File: src/design/pulse_params.svh
`ifndef PULSE_PARAMS_SVH
`define PULSE_PARAMS_SVH

// ----------------------------------------------------------------------------
// clocking
// ----------------------------------------------------------------------------
`define PW_SYS_CLK_MHZ 200
`define PW_TIMER_BASE_MHZ 16
`define PW_FINE_PER_TICK 2
// fine step = half a timer tick, so the accumulator adds twice the base rate
`define PW_FINE_INC_MHZ (`PW_TIMER_BASE_MHZ * `PW_FINE_PER_TICK)
`define PW_DIV4_LAST 4'h3
`define PW_DIV16_LAST 4'hF

// ----------------------------------------------------------------------------
// register map (byte addresses)
// ----------------------------------------------------------------------------
`define PW_ADDR_PERIOD 12'h000
`define PW_ADDR_DUTY 12'h004
`define PW_ADDR_CTRL 12'h008
`define PW_ADDR_STATUS 12'h00C
`define PW_PERIOD_RST 16'h3F00
`define PW_DUTY_RST 16'h2000
`define PW_IMPL_MASK 16'hFF03

// ----------------------------------------------------------------------------
// field positions
// ----------------------------------------------------------------------------
`define PW_HI_MSB 15
`define PW_HI_LSB 8
`define PW_LO_MSB 1
`define PW_LO_LSB 0
`define PW_CTRL_EN_BIT 0
`define PW_ST_OUT_BIT 0
`define PW_ST_RUN_BIT 1
`define PW_ST_CNT_LSB 16
`define PW_ST_CNT_MSB 25

`endif

File: src/design/pulse_pkg.sv
package pulse_pkg;

  typedef enum logic [1:0] {
    pre_div1 = 2'b00,
    pre_div4 = 2'b01,
    pre_div16 = 2'b10,
    pre_unused = 2'b11
  } prescale_t;

  // gray order: idle -> run
  typedef enum logic [1:0] {
    st_idle = 2'b00,
    st_run = 2'b01
  } gen_state_t;

endpackage : pulse_pkg

File: src/design/pulse_step_gen.sv
`timescale 1ns/1ps
`include "pulse_params.svh"

module pulse_step_gen (
  input wire logic sys_clk_i,
  input wire logic rst_i,
  input wire logic run_i,
  input wire logic [1:0] pre_code_i,
  output logic step_o
);

  localparam logic [7:0] ACC_MOD = 8'(`PW_SYS_CLK_MHZ);
  localparam logic [7:0] FINE_INC = 8'(`PW_FINE_INC_MHZ);

  typedef struct packed {
    logic [7:0] acc;
    logic [3:0] pre_cnt;
    logic fine;
    logic step;
  } step_state_t;

  step_state_t s;
  step_state_t next_s;

  // last count of the prescale divider; the unused code falls back to 1:1
  function automatic logic [3:0] prescale_last(input logic [1:0] code);
    case (pulse_pkg::prescale_t'(code))
      pulse_pkg::pre_div4: prescale_last = `PW_DIV4_LAST;
      pulse_pkg::pre_div16: prescale_last = `PW_DIV16_LAST;
      default: prescale_last = 4'h0;
    endcase
  endfunction : prescale_last

  // ---------------------------------------------------------------------------
  // fractional base: 32 mhz half-ticks out of 200 mhz, jitter of one cycle
  // ---------------------------------------------------------------------------
  always_comb begin
    next_s = s;
    next_s.fine = 1'b0;
    next_s.step = 1'b0;
    if (s.acc >= ACC_MOD - FINE_INC) begin
      next_s.acc = s.acc + FINE_INC - ACC_MOD;
      next_s.fine = 1'b1;
    end else begin
      next_s.acc = s.acc + FINE_INC;
    end
    // prescale restarts while stopped so a new frame begins aligned
    if (!run_i) begin
      next_s.pre_cnt = 4'h0;
    end else if (s.fine) begin
      if (s.pre_cnt >= prescale_last(pre_code_i)) begin
        next_s.pre_cnt = 4'h0;
        next_s.step = 1'b1;
      end else begin
        next_s.pre_cnt = s.pre_cnt + 4'h1;
      end
    end
  end

  always_ff @(posedge sys_clk_i or posedge rst_i) begin
    if (rst_i) begin
      s <= '0;
    end else begin
      s <= next_s;
    end
  end

  assign step_o = s.step;

  // ---------------------------------------------------------------------------
  // checks
  // ---------------------------------------------------------------------------
  fine_spacing_a: assert property (@(posedge sys_clk_i) disable iff (rst_i)
    s.fine |=> !s.fine [*5]) else $error("half-tick faster than 32 MHz");
  step_div16_a: assert property (@(posedge sys_clk_i) disable iff (rst_i)
    (run_i && pre_code_i == 2'b10 && s.step && $stable(pre_code_i)) |=> !s.step [*8])
    else $error("1:16 prescale stepped too soon");

endmodule : pulse_step_gen

File: src/design/pulse_apb_regs.sv
`timescale 1ns/1ps
`include "pulse_params.svh"

module pulse_apb_regs (
  input wire logic sys_clk_i,
  input wire logic rst_i,
  input wire logic [11:0] paddr_i,
  input wire logic psel_i,
  input wire logic penable_i,
  input wire logic pwrite_i,
  input wire logic [31:0] pwdata_i,
  input wire logic [3:0] pstrb_i,
  output logic [31:0] prdata_o,
  output logic pready_o,
  output logic pslverr_o,
  input wire logic out_level_i,
  input wire logic running_i,
  input wire logic [9:0] count_i,
  output logic [7:0] period_val_o,
  output logic [1:0] pre_code_o,
  output logic [9:0] duty_val_o,
  output logic enable_o
);

  typedef struct packed {
    logic [15:0] period;
    logic [15:0] duty;
    logic enable;
    logic [31:0] rdata;
    logic err;
  } reg_state_t;

  reg_state_t s;
  reg_state_t next_s;
  logic [31:0] status_word;

  // byte-lane merge limited to implemented bits; bits 7..2 stay zero
  function automatic logic [15:0] lane_write(input logic [15:0] old, input logic [31:0] wd,
                                             input logic [3:0] strb);
    logic [15:0] v;
    v = old;
    if (strb[0]) v[7:0] = wd[7:0];
    if (strb[1]) v[15:8] = wd[15:8];
    lane_write = v & `PW_IMPL_MASK;
  endfunction : lane_write

  always_comb begin
    status_word = '0;
    status_word[`PW_ST_OUT_BIT] = out_level_i;
    status_word[`PW_ST_RUN_BIT] = running_i;
    status_word[`PW_ST_CNT_MSB:`PW_ST_CNT_LSB] = count_i;
  end

  // ---------------------------------------------------------------------------
  // read data is captured in setup, writes land at the access edge
  // ---------------------------------------------------------------------------
  always_comb begin
    next_s = s;
    if (psel_i && !penable_i) begin
      next_s.err = 1'b0;
      next_s.rdata = '0;
      case (paddr_i)
        `PW_ADDR_PERIOD: next_s.rdata = {16'h0000, s.period};
        `PW_ADDR_DUTY: next_s.rdata = {16'h0000, s.duty};
        `PW_ADDR_CTRL: next_s.rdata = {31'h00000000, s.enable};
        `PW_ADDR_STATUS: next_s.rdata = status_word;
        default: next_s.err = 1'b1;
      endcase
    end
    if (psel_i && penable_i && pwrite_i) begin
      case (paddr_i)
        `PW_ADDR_PERIOD: next_s.period = lane_write(s.period, pwdata_i, pstrb_i);
        `PW_ADDR_DUTY: next_s.duty = lane_write(s.duty, pwdata_i, pstrb_i);
        `PW_ADDR_CTRL: if (pstrb_i[0]) next_s.enable = pwdata_i[`PW_CTRL_EN_BIT];
        default: next_s.err = s.err;
      endcase
    end
  end

  always_ff @(posedge sys_clk_i or posedge rst_i) begin
    if (rst_i) begin
      s.period <= `PW_PERIOD_RST;
      s.duty <= `PW_DUTY_RST;
      s.enable <= 1'b0;
      s.rdata <= '0;
      s.err <= 1'b0;
    end else begin
      s <= next_s;
    end
  end

  assign pready_o = psel_i & penable_i;  // zero wait states
  assign pslverr_o = psel_i & penable_i & s.err;
  assign prdata_o = s.rdata;
  assign period_val_o = s.period[`PW_HI_MSB:`PW_HI_LSB];
  assign pre_code_o = s.period[`PW_LO_MSB:`PW_LO_LSB];
  assign duty_val_o = {s.duty[`PW_HI_MSB:`PW_HI_LSB], s.duty[`PW_LO_MSB:`PW_LO_LSB]};
  assign enable_o = s.enable;

  reserved_zero_a: assert property (@(posedge sys_clk_i) disable iff (rst_i)
    (psel_i && !penable_i && (paddr_i == `PW_ADDR_PERIOD || paddr_i == `PW_ADDR_DUTY))
    |=> prdata_o[7:2] == 6'h00) else $error("reserved bits read nonzero");

endmodule : pulse_apb_regs

File: src/design/pulse_output_gen.sv
// Local design decisions: the APB slave port and the register offsets.
`timescale 1ns/1ps
`include "pulse_params.svh"

// How it works
// - timer ticks at 16 MHz base
// - output driven only while enable bit set
// - period value bits 15-8, prescale 1-0
// - prescale codes: 1, 4, 16, unused
// - frame = (period+1) x 2 ticks x prescale
// - count match clears timer, sets output
// - zero duty keeps output low all frame
// - duty = bits 15-8 and bits 1-0
// - duty writes apply after current frame
// - duty double buffered with two-bit extension
// - high time = duty x half tick x prescale
// - duty beyond frame keeps output high
// - ten-bit resolution at full period
// - unimplemented bits read zero, ignore writes

module pulse_output_gen (
  input wire logic sys_clk_i,
  input wire logic rst_i,
  input wire logic [11:0] paddr_i,
  input wire logic psel_i,
  input wire logic penable_i,
  input wire logic pwrite_i,
  input wire logic [31:0] pwdata_i,
  input wire logic [3:0] pstrb_i,
  output logic [31:0] prdata_o,
  output logic pready_o,
  output logic pslverr_o,
  output logic pwm_o
);

  // ---------------------------------------------------------------------------
  // state
  // ---------------------------------------------------------------------------
  typedef struct packed {
    pulse_pkg::gen_state_t state;
    logic [9:0] count;
    logic [9:0] active;
    logic out;
  } gen_t;

  gen_t s;
  gen_t next_s;
  logic [7:0] period_val;
  logic [1:0] pre_code;
  logic [9:0] duty_val;
  logic enable;
  logic step;
  logic [9:0] frame_last;
  logic frame_end;

  // ---------------------------------------------------------------------------
  // register file and step timing
  // ---------------------------------------------------------------------------
  pulse_apb_regs u_regs (
    .sys_clk_i(sys_clk_i),
    .rst_i(rst_i),
    .paddr_i(paddr_i),
    .psel_i(psel_i),
    .penable_i(penable_i),
    .pwrite_i(pwrite_i),
    .pwdata_i(pwdata_i),
    .pstrb_i(pstrb_i),
    .prdata_o(prdata_o),
    .pready_o(pready_o),
    .pslverr_o(pslverr_o),
    .out_level_i(s.out),
    .running_i(s.state == pulse_pkg::st_run),
    .count_i(s.count),
    .period_val_o(period_val),
    .pre_code_o(pre_code),
    .duty_val_o(duty_val),
    .enable_o(enable)
  );

  pulse_step_gen u_step (
    .sys_clk_i(sys_clk_i),
    .rst_i(rst_i),
    .run_i(s.state == pulse_pkg::st_run),
    .pre_code_i(pre_code),
    .step_o(step)
  );

  // ---------------------------------------------------------------------------
  // frame timer
  // ---------------------------------------------------------------------------
  // the low two count bits are the half-tick extension beyond the 8-bit timer,
  // giving four compare steps per period unit and so ten bits of duty
  assign frame_last = {period_val, 2'b11};
  // >= rather than == so a period shrunk mid-frame still wraps at the next step
  assign frame_end = (s.count >= frame_last);

  always_comb begin
    next_s = s;
    case (s.state)
      pulse_pkg::st_idle: begin
        // held cleared; the buffer follows the register until the start
        next_s.count = '0;
        next_s.out = 1'b0;
        next_s.active = duty_val;
        if (enable) begin
          next_s.state = pulse_pkg::st_run;
          next_s.out = (duty_val != 10'h000);
        end
      end
      pulse_pkg::st_run: begin
        if (!enable) begin
          next_s.state = pulse_pkg::st_idle;
          next_s.count = '0;
          next_s.out = 1'b0;
        end else if (step) begin
          if (frame_end) begin
            next_s.count = '0;
            next_s.active = duty_val;
            next_s.out = (duty_val != 10'h000);
          end else begin
            next_s.count = s.count + 10'h001;
            // compare against the held copy only: no mid-frame glitch
            next_s.out = ((s.count + 10'h001) < s.active);
          end
        end
      end
      default: begin
        next_s.state = pulse_pkg::st_idle;
        next_s.count = '0;
        next_s.out = 1'b0;
      end
    endcase
  end

  always_ff @(posedge sys_clk_i or posedge rst_i) begin
    if (rst_i) begin
      s.state <= pulse_pkg::st_idle;
      s.count <= '0;
      s.active <= '0;
      s.out <= 1'b0;
    end else begin
      s <= next_s;
    end
  end

  assign pwm_o = s.out;

  // ---------------------------------------------------------------------------
  // checks
  // ---------------------------------------------------------------------------
  disabled_low_a: assert property (@(posedge sys_clk_i) disable iff (rst_i)
    !enable |=> !pwm_o) else $error("output high while disabled");
  timer_cleared_a: assert property (@(posedge sys_clk_i) disable iff (rst_i)
    (s.state == pulse_pkg::st_idle) |-> (s.count == 10'h000 && !pwm_o))
    else $error("timer not cleared while idle");
  frame_wrap_a: assert property (@(posedge sys_clk_i) disable iff (rst_i)
    (enable && s.state == pulse_pkg::st_run && step && frame_end)
    |=> (s.count == 10'h000 && pwm_o == (s.active != 10'h000)))
    else $error("frame did not restart on match");
  zero_duty_a: assert property (@(posedge sys_clk_i) disable iff (rst_i)
    (s.state == pulse_pkg::st_run && enable && s.active == 10'h000 && !frame_end)
    |=> !pwm_o) else $error("output high with zero duty");
  duty_hold_a: assert property (@(posedge sys_clk_i) disable iff (rst_i)
    (s.state == pulse_pkg::st_run && enable && !(step && frame_end))
    |=> $stable(s.active)) else $error("duty changed inside a frame");
  over_duty_a: assert property (@(posedge sys_clk_i) disable iff (rst_i)
    (s.state == pulse_pkg::st_run && enable && pwm_o && s.active > frame_last && !frame_end
     && $stable(period_val)) |=> pwm_o) else $error("output cleared with duty past period");
  high_time_a: assert property (@(posedge sys_clk_i) disable iff (rst_i)
    (s.state == pulse_pkg::st_run && enable && step && !frame_end)
    |=> pwm_o == (s.count < s.active)) else $error("high time compare wrong");
  frame_count_a: assert property (@(posedge sys_clk_i) disable iff (rst_i)
    (s.state == pulse_pkg::st_run) |-> (s.count <= frame_last || $changed(period_val)
     || $past(s.count) >= frame_last)) else $error("timer ran past the frame");
  start_level_a: assert property (@(posedge sys_clk_i) disable iff (rst_i)
    $rose(s.state == pulse_pkg::st_run) |-> s.count == 10'h000)
    else $error("frame did not start from zero");

  start_c: cover property (@(posedge sys_clk_i) disable iff (rst_i)
    $rose(s.state == pulse_pkg::st_run));
  wrap_c: cover property (@(posedge sys_clk_i) disable iff (rst_i)
    s.state == pulse_pkg::st_run && step && frame_end);
  fall_c: cover property (@(posedge sys_clk_i) disable iff (rst_i) $fell(pwm_o) && enable);
  full_c: cover property (@(posedge sys_clk_i) disable iff (rst_i)
    s.active > frame_last && step && frame_end && pwm_o);

endmodule : pulse_output_gen

File: config.mk
export PLATFORM = sky130hd
export DESIGN_NAME = pulse_output_gen
export DESIGN_NICKNAME = d
export VERILOG_FILES = /design/src/design/pulse_pkg.sv /design/src/design/pulse_step_gen.sv /design/src/design/pulse_apb_regs.sv /design/src/design/pulse_output_gen.sv
export VERILOG_INCLUDE_DIRS = /design/src /design/src/design
export SDC_FILE = /design/constraint.sdc
export NUM_CORES = 1
export LEC_CHECK = 0
export BUFFER_PORTS_ARGS = -buffer_cell sky130_fd_sc_hd__buf_4
export CAP_MARGIN = 5
export CELL_PAD_IN_SITES_DETAIL_PLACEMENT = 0
export CELL_PAD_IN_SITES_GLOBAL_PLACEMENT = 1
export CORE_MARGIN = 2
export CORE_UTILIZATION = 44
export DETAILED_ROUTE_END_ITERATION = 10
export GPL_TIMING_DRIVEN = 0
export HOLD_SLACK_MARGIN = 0.02
export PLACE_DENSITY_LB_ADDON = 0.1
export SLEW_MARGIN = 0
export SYNTH_ARGS = -nofsm -noshare
export SYNTH_HDL_FRONTEND = slang
export SYNTH_HIERARCHICAL = 1
export SYNTH_SLANG_ARGS = --single-unit
export TNS_END_PERCENT = 100
File: constraint.sdc
create_clock -name sys_clk_i -period 3.5 [get_ports sys_clk_i]
set_clock_uncertainty 0.05 [all_clocks]
set_input_delay 0.35 -clock sys_clk_i [delete_from_list [all_inputs] [get_ports sys_clk_i]]
set_output_delay 0.35 -clock sys_clk_i [all_outputs]
set_load 0.02 [all_outputs]
# Yosys cells after proc, flatten, opt, wreduce, memory -nomap -nowiden
# Cells that the tools add are included.
dict set report classes {
  n_mux 29
  n_reduce_logical 17
  n_shift 0
  order_cmp 4
  add_sub_neg 4
  mul 0
  div 0
  bitwise_logic 2
  eq_ne 14
}
# cell count
set ops {}
lappend ops {{case mux 26 bit (4 select lines)} 1}
lappend ops {{2-to-1 mux 10 bit} 4}
lappend ops {{equality test 12 x 4 -> 1 bit (second input constant)} 2}
lappend ops {{case mux 12 bit (2 select lines)} 1}
lappend ops {{2-to-1 mux 21 bit} 1}
lappend ops {{2-to-1 mux 4 bit} 5}
lappend ops {{case mux 10 bit (2 select lines)} 1}
lappend ops {{AND reduction 3 bit} 5}
lappend ops {{equality test 12 x 3 -> 1 bit (second input constant)} 1}
lappend ops {{zero test 12 bit} 1}
lappend ops {{2-to-1 mux 1 bit} 11}
lappend ops {{adder 10 x 1 -> 10 bit (second input constant)} 1}
lappend ops {{>= comparator 10 bit} 1}
lappend ops {{< comparator 10 bit} 1}
lappend ops {{nonzero test 10 bit} 1}
lappend ops {{adder 8 x 6 -> 8 bit (second input constant)} 1}
lappend ops {{>= comparator 8 bit (second input constant)} 1}
lappend ops {{2-to-1 mux 8 bit} 1}
lappend ops {{!= test 2 bit (second input constant)} 4}
lappend ops {{case mux 4 bit (2 select lines)} 1}
lappend ops {{subtractor 8 bit (second input constant)} 1}
lappend ops {{!= test 2 x 1 -> 1 bit (second input constant)} 3}
lappend ops {{adder 4 x 1 -> 4 bit (second input constant)} 1}
lappend ops {{equality test 2 x 1 -> 1 bit (second input constant)} 2}
lappend ops {{other kinds (14)} 18}
dict set report word_totals {
  out_inout_bits 35
  elab_cells 85
  memories 0
  latchBits 0
  in_bits 53
  register_bits 85
  mem_bits_ro 0
  ram_bits 0
}

# Depth between registers and ports, before layout
# Gate-level depths: netlist (run 1).
dict set report logic_depth {
  word_depth 8
  depth_mapped 10
  depth_no_buf 10
}

# By module
# The synthesis (run 1) kept the hierarchy.
# mod cells_each n_inst area_per_inst_um2 seq_area_each_um2
set modules_own_cells {}
lappend modules_own_cells {pulse_apb_regs 191 1 2254.7 1059.8}
lappend modules_own_cells {pulse_output_gen 143 1 1495.2 550.5}
lappend modules_own_cells {pulse_step_gen 76 1 734.5 275.3}

# Worst setup path after synthesis (run 1)
# Ideal clock, no wire load.
dict set report synth_path {
  kind {register to register}
  startpoint {register u_regs.s (netlist bit u_regs/period_val_o[1])}
  endpoint {register, netlist name s[10]}
  setup_time_ps 125
  setup_slack_ps 1024
  arrival_ps 2301
  synth_period_minus_slack_ps 2476
  n_path_buf 2
  t_required_ps 3325
  path_stages_with_launch 10
  cell_sequence {dfstp_2 buf_4 inv_1 ha_1 a211o_1 a311o_1 nor3_1 a211o_1 buf_4 mux2_2}
}
# element line_no
set synth_lines {}
lappend synth_lines {{from (decl)} pulse_apb_regs.sv:33} ;# reg_state_t s;
lappend synth_lines {{from (signal assigned)} pulse_apb_regs.sv:88} ;# s <= next_s;

==> results of run 1 <==
==> flip-flops by register name, summed over array words and instances (netlist names) <==
name,cells
u_regs/period_val_o,8
u_step/step_o,1
u_regs/s,1
u_regs/duty_val_o,10
s,21
pwm_o,1
u_regs/pre_code_o,2
u_regs/prdata_o,20
u_regs/enable_o,1
u_step/s,10
==> cells by family (layout without fill, tap and decap cells) <==
family / after synthesis / count (layout)
AO/OA/AOI/OAI: 72 / 72
XOR/XNOR: 12 / 12
adder cells (fa/ha/maj): 31 / 31
buffers and inverters: 111 / 180
flip-flops: 75 / 75
multiplexers: 33 / 33
other: 1 / 12
AND/OR/NAND/NOR: 75 / 75
==> power groups by stage <==
stage | sequential [mW] | clock [mW] | combinational, mW
2_1_floorplan | 0.903 | 0 | 0.135
3_3_place_gp | 0.910 | 0 | 0.198
3_5_place_dp | 0.910 | 0 | 0.203
4_1_cts | 0.894 | 0.701 | 0.204
5_1_grt | 0.896 | 0.736 | 0.227
6_report | 0.893 | 0.675 | 0.201
==> per-layer routing <==
| layer | global-route usage [%] | share of wire [%] | wire length, um | vias to the layer above |
|---|---|---|---|---|
| met1 | 22.8 | 46 | 4130 | 1572 |
| met2 | 28.9 | 50 | 4460 | 61 |
| li1 | - | - | - | 1551 |
| met4 | 4.00 | 1.0 | 94 | 0 |
| met5 | 0 | 0 | 0 | - |
| met3 | 3.99 | 3.6 | 320 | 8 |
==> what timing repair did <==
action / in CTS / in global routing
setup endpoints to repair: 0 / 0
hold endpoints to repair: 25 / 0
buffers inserted: 0 / 0
hold buffers: 1 / 0
==> cell type report <==
type	instances	area (um^2)	share of cell area, %
clock buffer	9	124	2.33
clock inverter	7	76.3	1.44
buffer	60	430	8.10
sequential	75	1890	35.5
inverter	51	191	3.60
timing repair buffer	53	420	7.91
multi-input combinational	235	2020	38.0
tap	133	166	3.13
==> layout by cell type (no fill, tap or decap), types with 3 or more instances in the layout <==
cell,instances
nor2_1,9
nand2b_1,4
inv_1,50
a21boi_1,3
and4_1,4
xnor2_1,9
and2_1,3
o21ai_0,12
a21o_1,3
conb_1,12
a21oi_1,4
nor3_1,3
xor2_1,3
clkbuf_1,3
nand4_1,8
a211oi_1,4
ha_1,31
a32o_1,10
nand3_1,5
nor4_1,3
o221ai_1,8
mux2_2,31
dfstp_2,7
buf_4,105
dfrtp_1,68
clkbuf_8,9
a22o_1,10
nand2_1,17
==> metrics by stage <==
step / setup slack, ps / instance area [um^2] / util (%) / instances / total power [mW]
final: 780 / 5310 / 54.1 / 623 / 1.77
after global routing: 595 / 5310 / 54.1 / 623 / 1.86
after CTS: 780 / 5310 / 54.1 / 623 / 1.80
after detailed placement: 811 / 5100 / 52.0 / 606 / 1.11
after global placement: 826 / 5070 / 51.7 / 605 / 1.11
after floorplan: 1020 / 4530 / - / 421 / 1.04
==> path summary, 6_finish.rpt <==
check | to | cells past startpoint | start
max in group asynchronous | s[5]$_DFFE_PP0P_ | 3 | rst_i
max reg2reg | s[6]$_DFFE_PP0P_ | 9 | u_regs/period_val_o[1]$_DFFE_PP1P_
max | s[6]$_DFFE_PP0P_ | 9 | u_regs/period_val_o[1]$_DFFE_PP1P_
min in group asynchronous | u_step/s[11]$_DFF_PP0_ | 3 | rst_i
min | u_regs/period_val_o[6]$_DFFE_PP0P_ | 2 | pwdata_i[14]
min reg2reg | u_regs/prdata_o[14]$_DFFE_PP0P_ | 2 | u_regs/prdata_o[14]$_DFFE_PP0P_
==> flow_metrics.tcl, run 1 <==
set metrics [dict create \
    syn2layout_area_growth_pct 18.5 \
    drv_slew 0 \
    num_io_pins 88 \
    synth-simple-area-share_pct 11.4 \
    worstPathArrival_ps 2910 \
    cap_viol_max_count 0 \
    synthCells 410 \
    setup_viol 0 \
    io_buffers 51 \
    dieArea_um2 11000 \
    antenna_cells 0 \
    die_w_um 105 \
    worst_setup_path_end_kind "flop" \
    overflow 0 \
    syn_area_per_cell_um2 10.9 \
    path_class "reg2reg" \
    design.core.area_um2 9820 \
    synth-xor-area-share_pct 2.34 \
    wirelength_um 9010 \
    h-tree-depth 3 \
    irDropWorstVdd_mv 0.175 \
    yosys_warnings 6 \
    synth_compound_area_share_pct 13.1 \
    worst_path_max_delay_cell "dfstp_2" \
    synth_area_leader_cell "dfrtp_1" \
    hold_class "in2reg" \
    die_y_um 105 \
    status "complete, no violations" \
    cts_buffer_depth 2 \
    synth_top_family_by_area "buffers and inverters" \
    firstDrtPassIters 4 \
    clk_latency_ps 350 \
    grt_pass1_vias 3081 \
    worst_slew_pin_slew_ps 895 \
    period_minus_slack_ps 2720 \
    p_sw_mw 0.473 \
    globalplace.congestion 0.822 \
    start_util_pct 45.7 \
    max_freq_mhz 368 \
    hold-worst-slack_ps 178 \
    p_int_mw 1.30 \
    path_clk_slew_ps 90 \
    vias 3192 \
    root_buffer "clkbuf_8" \
    synth_cell_types 59 \
    synth_area_leaders "dfrtp_1, buf_4, ha_1" \
    power.leakage_nw 2.58 \
    fin_nets 569 \
    synth.most_common_cell "dfrtp_1" \
    dp_hpwl_um 6880 \
    crit_buf_inv 3 \
    cts.sinks 75 \
    path_cells "buf_4, inv_1, ha_1, a211o_1, a311o_1, nor3_1, a211o_1, buf_4, mux2_2" \
    cts_resized 0 \
    vias_per_cell 5.12 \
    synth_edf_count 0 \
    synth_adder_area_share_pct 8.65 \
    ant_nets 0 \
    ys_ff_latch 75 \
    critPathMaxFanout 10 \
    period_share_pct 77.7 \
    hold_viol 0 \
    ys_dominant_reg_cell "dfrtp_1" \
    p_comb_share_pct 11.4 \
    synth_top_area_share_pct 37.9 \
    grt_max_degree 23 \
    drive_gt1_share_pct 35.9 \
    max_slew_margin_pct 40.3 \
    muxShareOfSynthArea_pct 8.51 \
    worst-r2r-setup-slack_ps 780 \
    numCtsBuffers 9 \
    clkPwrFrac_pct 38.1 \
    wire_per_inst_um 14.5 \
    cts_tree "yes" \
    synthesis.area_um2 4480 \
    async_flop_share_pct 100 \
    drcViolationCount 0 \
    ys_seq_area_share_pct 42.0 \
    max_stage_delay_ps 550 \
    critPathTopFamily "compound AO/OA/AOI/OAI gates" \
    drtIter0Drc 86 \
    grt_pass1_wl_um 15200 \
    seq_power_share_pct 50.5 \
    sw_frac_of_total_pct 26.8 \
    antenna_found_initial 0 \
    setup_tns_ps 0 \
    p_per_area_nw_per_um2 333 \
    grt_setup_unrepaired "no" \
    fill_cells 928 \
    critPathRequiredTime_ps 3690 \
    cp-start-kind "flop" \
    fp-row-count 36 \
    netlist_top_cells_count "dfrtp_1, buf_4, inv_1, ha_1, mux2_2" \
    grt_use_total_pct 17.3 \
]
Note: power is estimated with default switching activity, not from simulation.
==> run 2, diff against run 1 <==
--- a/config.mk
+++ b/config.mk
@@ -6,12 +6,13 @@
 export SDC_FILE = /design/constraint.sdc
 export NUM_CORES = 1
 export LEC_CHECK = 0
+export ABC_AREA = 1
 export BUFFER_PORTS_ARGS = -buffer_cell sky130_fd_sc_hd__buf_4
 export CAP_MARGIN = 5
 export CELL_PAD_IN_SITES_DETAIL_PLACEMENT = 0
 export CELL_PAD_IN_SITES_GLOBAL_PLACEMENT = 1
 export CORE_MARGIN = 2
-export CORE_UTILIZATION = 44
+export CORE_UTILIZATION = 42
 export DETAILED_ROUTE_END_ITERATION = 10
 export GPL_TIMING_DRIVEN = 0
 export HOLD_SLACK_MARGIN = 0.02
==> constraint.sdc (replaced) <==
create_clock -name sys_clk_i -period 2.59 [get_ports sys_clk_i]
set_clock_uncertainty 0.05 [all_clocks]
set_input_delay 0.259 -clock sys_clk_i [delete_from_list [all_inputs] [get_ports sys_clk_i]]
set_output_delay 0.259 -clock sys_clk_i [all_outputs]
set_load 0.02 [all_outputs]
==> flow_metrics.tcl, run 2 <==
set metrics [dict create \
    design.core.area_um2 11300 \
    cts_setup_buffers 0 \
    placed_area_um2 5470 \
    worst_slew_pin_slew_ps 849 \
    path_cells "ha_1, inv_1, nor2_1, nand2_1, xor2_1, ha_1, nand2_1, nor2_1, nand3_1, nand3_1, nand2_1, nand3_1, nand2_1" \
    cap_viol_max_count 0 \
    synthCells 581 \
    synth.most_common_cell "nand2_1" \
    cp-startpoint "s[11]$_DFFE_PP0P_" \
    place_inst 787 \
    p_sw_mw 0.825 \
    drcViolationCount 0 \
    cts_hold_buf 1 \
    met2_length_um 4890 \
    grt_setup_unrepaired "no" \
    p_comb_share_pct 15.9 \
    drive_gt1_share_pct 29.2 \
    h-tree-depth 3 \
    synth_area_leader_cell "dfrtp_1" \
    async_flop_share_pct 100 \
    worst_path_max_delay_cell "dfrtp_1" \
    status "complete, no violations" \
    synth_cell_types 44 \
    clkPwrFrac_pct 43.1 \
    vias 3709 \
    cts_buffer_depth 2 \
    synthesis.area_um2 4840 \
    grt_pass1_vias 3660 \
    netlist_top_cells_count "nand2_1, inv_1, dfrtp_1, buf_4, nand3_1" \
    critPathRequiredTime_ps 2770 \
    wl_met1_um 4970 \
    largest_register_ffs 21 \
    max_freq_mhz 436 \
    clk_latency_ps 340 \
    overflow 0 \
    synth_top_area_share_pct 35.1 \
    worst_setup_path_end_kind "flop" \
    drv_slew 0 \
    root_buffer "clkbuf_16" \
    power_mw 3.00 \
    firstDrtPassIters 4 \
    ant_nets 0 \
    dp_hpwl_um 8180 \
    final_common_cell "nand2_1" \
    setup_viol 0 \
    drtIter0Drc 162 \
    pre_cts_ws_ps 321 \
    ys_seq_area_share_pct 38.9 \
    globalplace.congestion 0.810 \
    hold-worst-slack_ps 88.3 \
    fp-row-count 39 \
    wirelength_um 10300 \
    fill_cells 1101 \
    die_w_um 111 \
    syn_area_per_cell_um2 8.33 \
    max_slew_margin_pct 43.3 \
    vias_per_cell 4.61 \
    yosys_warnings 6 \
    max_stage_delay_ps 480 \
    cts.sinks 75 \
    numCtsBuffers 9 \
    num_io_pins 88 \
    mostFrequentLayoutCells "nand2_1, buf_4, inv_1, dfrtp_1, nand3_1" \
    cts_tree "yes" \
    fin_nets 740 \
    antenna_found_initial 0 \
    power.leakage_nw 3.19 \
    syn2layout_area_growth_pct 19.4 \
    crit_top_cell "nand2_1" \
    start_util_pct 42.8 \
    ys_ff_latch 75 \
    wire_per_inst_um 12.8 \
    wl_met3_um 311 \
    irDropWorstVdd_mv 0.345 \
    finalCoreUtilization_pct 51.1 \
    period_minus_slack_ps 2290 \
    dieArea_um2 12400 \
    worstHoldStart "pwdata_i[14]" \
    seq_power_share_pct 41.1 \
    top_layer "met4" \
    die_y_um 111 \
    grt_max_degree 34 \
    antenna_cells 0 \
    p_per_area_nw_per_um2 519 \
    regMostFlops "s" \
    path_class "reg2reg" \
    setup_tns_ps 0 \
    grt_use_total_pct 17.7 \
    hold_viol 0 \
    postLayoutCellArea_um2 5780 \
    period_share_pct 88.5 \
    synth_area_leaders "dfrtp_1, nand2_1, buf_4" \
    worstPathArrival_ps 2470 \
    worst_slack_ps 297 \
    io_buffers 51 \
    hold_class "in2reg" \
    synth_edf_count 0 \
    cp-start-kind "flop" \
    sw_frac_of_total_pct 27.5 \
    ys_dominant_reg_cell "dfrtp_1" \
    cts_resized 0 \
    instances_no_fill 804 \
    critPathMaxFanout 6 \
    grt_pass1_wl_um 17400 \
    r2r-start "s[11]$_DFFE_PP0P_" \
    path_clk_slew_ps 60 \
    p_int_mw 2.18 \
]
-- run 2: changes by cell type after synthesis, sizes merged, moves of 6 or more --
cell / previous run / this run
nand2: 17 / 151
nand3: 5 / 46
inv: 51 / 88
mux2: 31 / 0
o21ai: 12 / 40
nor2: 9 / 34
a32o: 10 / 0
o221ai: 8 / 0
a21oi: 4 / 10
xnor2: 9 / 3
-- run 2: layout make-up --
type / count / area, um^2 / area share [%]
tap: 143 / 179 / 3.09
clock buffer: 15 / 278 / 4.80
timing repair buffer: 53 / 413 / 7.14
multi-input combinational: 368 / 2210 / 38.3
inverter: 88 / 330 / 5.71
buffer: 61 / 454 / 7.85
clock inverter: 1 / 30.0 / 0.519
sequential: 75 / 1890 / 32.6
-- run 2: cell families after synthesis --
group	synth area share (%)
xor gates and xnor gates	2.14
buffers and inverters	16.2
and+or+nand+nor	24.8
adders and majority gates	8.01
other	0.0774
DFF	38.9
AOI/OAI and AO/OA	9.82
-- run 2: path summary, 6_finish.rpt --
check / end / slack [ps] / depth (start not counted)
max: pwm_o$_DFFE_PP0P_ / 300 / 13
min: u_regs/period_val_o[6]$_DFFE_PP0P_ / 90 / 3
max reg2reg: pwm_o$_DFFE_PP0P_ / 300 / 13
min reg2reg: u_regs/duty_val_o[7]$_DFFE_PP1P_ / 430 / 2
max in group asynchronous: s[11]$_DFFE_PP0P_ / 1330 / 3
min in group asynchronous: u_regs/prdata_o[8]$_DFFE_PP0P_ / 370 / 3
-- run 2: worst max-delay path, delay by kind of cell, from the launching register on --
family	cells	cell delay, ps
AND/OR/NAND/NOR	9	910
adder cells (fa/ha/maj)	2	520
flip-flops	1	480
XOR/XNOR	1	160
buffers and inverters	1	60
-- run 2: per-layer routing --
layer / track usage (%) / up-vias
met4: 5.68 / 0
met3: 3.92 / 9
met5: 0 / -
li1: - / 1924
met2: 28.8 / 50
met1: 23.6 / 1726
-- run 2: power by group through the flow --
stage | combinational (mW) | clock, mW | sequential, mW
floorplan | 0.336 | 0 | 1.24
global placement | 0.474 | 0 | 1.26
detailed placement | 0.480 | 0 | 1.25
CTS | 0.483 | 1.33 | 1.23
global route | 0.539 | 1.38 | 1.24
finish | 0.476 | 1.29 | 1.23
==> run 3, diff against run 2 <==
--- a/config.mk
+++ b/config.mk
@@ -11,8 +11,7 @@
 export CAP_MARGIN = 5
 export CELL_PAD_IN_SITES_DETAIL_PLACEMENT = 0
 export CELL_PAD_IN_SITES_GLOBAL_PLACEMENT = 1
-export CORE_MARGIN = 2
-export CORE_UTILIZATION = 42
+export CORE_UTILIZATION = 38
 export DETAILED_ROUTE_END_ITERATION = 10
 export GPL_TIMING_DRIVEN = 0
 export HOLD_SLACK_MARGIN = 0.02
==> constraint.sdc (replaced) <==
create_clock -name sys_clk_i -period 2 [get_ports sys_clk_i]
set_clock_uncertainty 0.05 [all_clocks]
set_input_delay 0.2 -clock sys_clk_i [delete_from_list [all_inputs] [get_ports sys_clk_i]]
set_output_delay 0.2 -clock sys_clk_i [all_outputs]
set_load 0.02 [all_outputs]
==> flow_metrics.tcl, run 3 (same netlist as run 2, synthesis figures left out) <==
set metrics [dict create \
    status "complete, but fails checks" \
    violations "setup timing" \
    period_minus_slack_ps 2090 \
    fin_nets 768 \
    cp-startpoint "s[11]$_DFFE_PP0P_" \
    setup_viol 1 \
    worst_slack_ps -87.8 \
    vias 3836 \
    final_common_cell "nand2_1" \
    p_per_area_nw_per_um2 663 \
    worst_setup_path_end_kind "flop" \
    antenna_cells 0 \
    firstDrtPassIters 4 \
    globalplace.congestion 0.804 \
    critPathRequiredTime_ps 2220 \
    max_stage_delay_ps 450 \
    crit_top_cell "nand3_1" \
    design.core.area_um2 12200 \
    hold_class "in2reg" \
    path_clk_slew_ps 60 \
    drive_gt1_share_pct 36.3 \
    worstHoldStart "pwdata_i[11]" \
    cts.sinks 75 \
    grt_pass1_vias 3796 \
    path_cells "buf_6, ha_4, inv_2, nor3_4, xor2_2, ha_1, nand2_2, nor2_4, nand3_1, nand3_1, nand2_1, nand3_1, nand2_1" \
    root_buffer "clkbuf_16" \
    critPathTopFamily "simple AND/OR/NAND/NOR gates" \
    finalCoreUtilization_pct 51.0 \
    cts_buffer_depth 2 \
    syn2layout_area_growth_pct 28.7 \
    max_slew_margin_pct 39.9 \
    io_buffers 51 \
    max_freq_mhz 479 \
    worst_slew_pin_slew_ps 900 \
    overflow 0 \
    largest_register_ffs 21 \
    hold-worst-slack_ps 31.5 \
    postLayoutCellArea_um2 6230 \
    grt_setup_unrepaired "yes" \
    regMostFlops "s" \
    num_io_pins 88 \
    clk_latency_ps 340 \
    wire_per_inst_um 13.0 \
    fp-row-count 40 \
    hold_viol 0 \
    start_util_pct 39.7 \
    dieArea_um2 13200 \
    power.leakage_nw 3.36 \
    grt_use_total_pct 18.3 \
    grt_pass1_wl_um 18400 \
    period_share_pct 104 \
    h-tree-depth 3 \
    placed_area_um2 5500 \
    path_class "reg2reg" \
    wirelength_um 11200 \
    cp-start-kind "flop" \
    vias_per_cell 4.48 \
    dp_hpwl_um 8580 \
    die_w_um 115 \
    crit_buf_inv 2 \
    ant_nets 0 \
    worst_path_max_delay_cell "dfrtp_2" \
    drcViolationCount 0 \
    drv_slew 0 \
    drtIter0Drc 109 \
    power_mw 4.13 \
    grt_max_degree 38 \
    mostFrequentLayoutCells "nand2_1, buf_4, inv_1, dfrtp_1, nand3_1" \
    antenna_found_initial 0 \
    cap_viol_max_count 0 \
    cts_tree "yes" \
    r2r-start "s[11]$_DFFE_PP0P_" \
    worstPathArrival_ps 2310 \
    die_y_um 115 \
    numCtsBuffers 9 \
    critPathMaxFanout 5 \
    irDropWorstVdd_mv 0.420 \
]
==> run 3: layout make-up <==
class / count / area [um^2]
flip-flops and latches: 75 / 1900
inverters: 88 / 330
clock inverters: 7 / 97.6
multi-input cells: 368 / 2360
repair buffers: 81 / 656
fillers: 1247 / 5980
clock buffers: 9 / 225
plain buffers: 61 / 463
well taps: 168 / 210
==> run 3: report_power, final <==
group | internal, mW | total [mW] | switching (mW)
sequential | 1.54 | 1.59 | 0.0532
combinational | 0.331 | 0.773 | 0.443
clock | 1.10 | 1.76 | 0.665
total | 2.97 | 4.13 | 1.16
==> run 3: path summary, 6_finish.rpt <==
check                                                          end  slack (ps)  cells after the start
worst max register to register                   pwm_o$_DFFE_PP0P_         -90                     13
worst max-delay path                             pwm_o$_DFFE_PP0P_         -90                     13
worst min register to register     u_regs/prdata_o[14]$_DFFE_PP0P_         430                      2
min in group asynchronous         u_regs/duty_val_o[1]$_DFFE_PP0P_         290                      3
worst min-delay path            u_regs/period_val_o[3]$_DFFE_PP1P_          30                      3
max in group asynchronous                        s[14]$_DFFE_PP0P_         690                      3
==> run 3: timing repair <==
item	4_1_cts	5_1_grt
gates cloned	0	1
hold buffers	4	0
pin swaps	15	11
resized for setup	25	19
endpoints found under the hold margin	49	0
setup buffers	18	6
setup endpoints to repair	10	21
==> run 3: per-layer routing <==
layer / share of wire, % / wire (um) / GRT usage [%]
met1: 47 / 5290 / 23.9
met2: 49 / 5420 / 30.3
met3: 2.7 / 303 / 3.43
met4: 1.3 / 148 / 6.23
met5: 0 / 0 / 0
==> run 3: tightest hold or removal path, delay by kind of cell <==
kind	cells	cell delay, ps
AND/OR/NAND/NOR	1	50
buffers and inverters	1	100
AO/OA/AOI/OAI	1	40
==> run 3: metrics by stage <==
| stage | setup TNS [ps] | setup WS, ps | instances |
|---|---|---|---|
| after detailed placement | -300 | -295 | 812 |
| final | -87.8 | -87.8 | 857 |
| after CTS | -55.8 | -55.8 | 850 |
| after global placement | -270 | -270 | 811 |
| after floorplan | 0 | 71.2 | 592 |
| after global routing | -1150 | -222 | 857 |
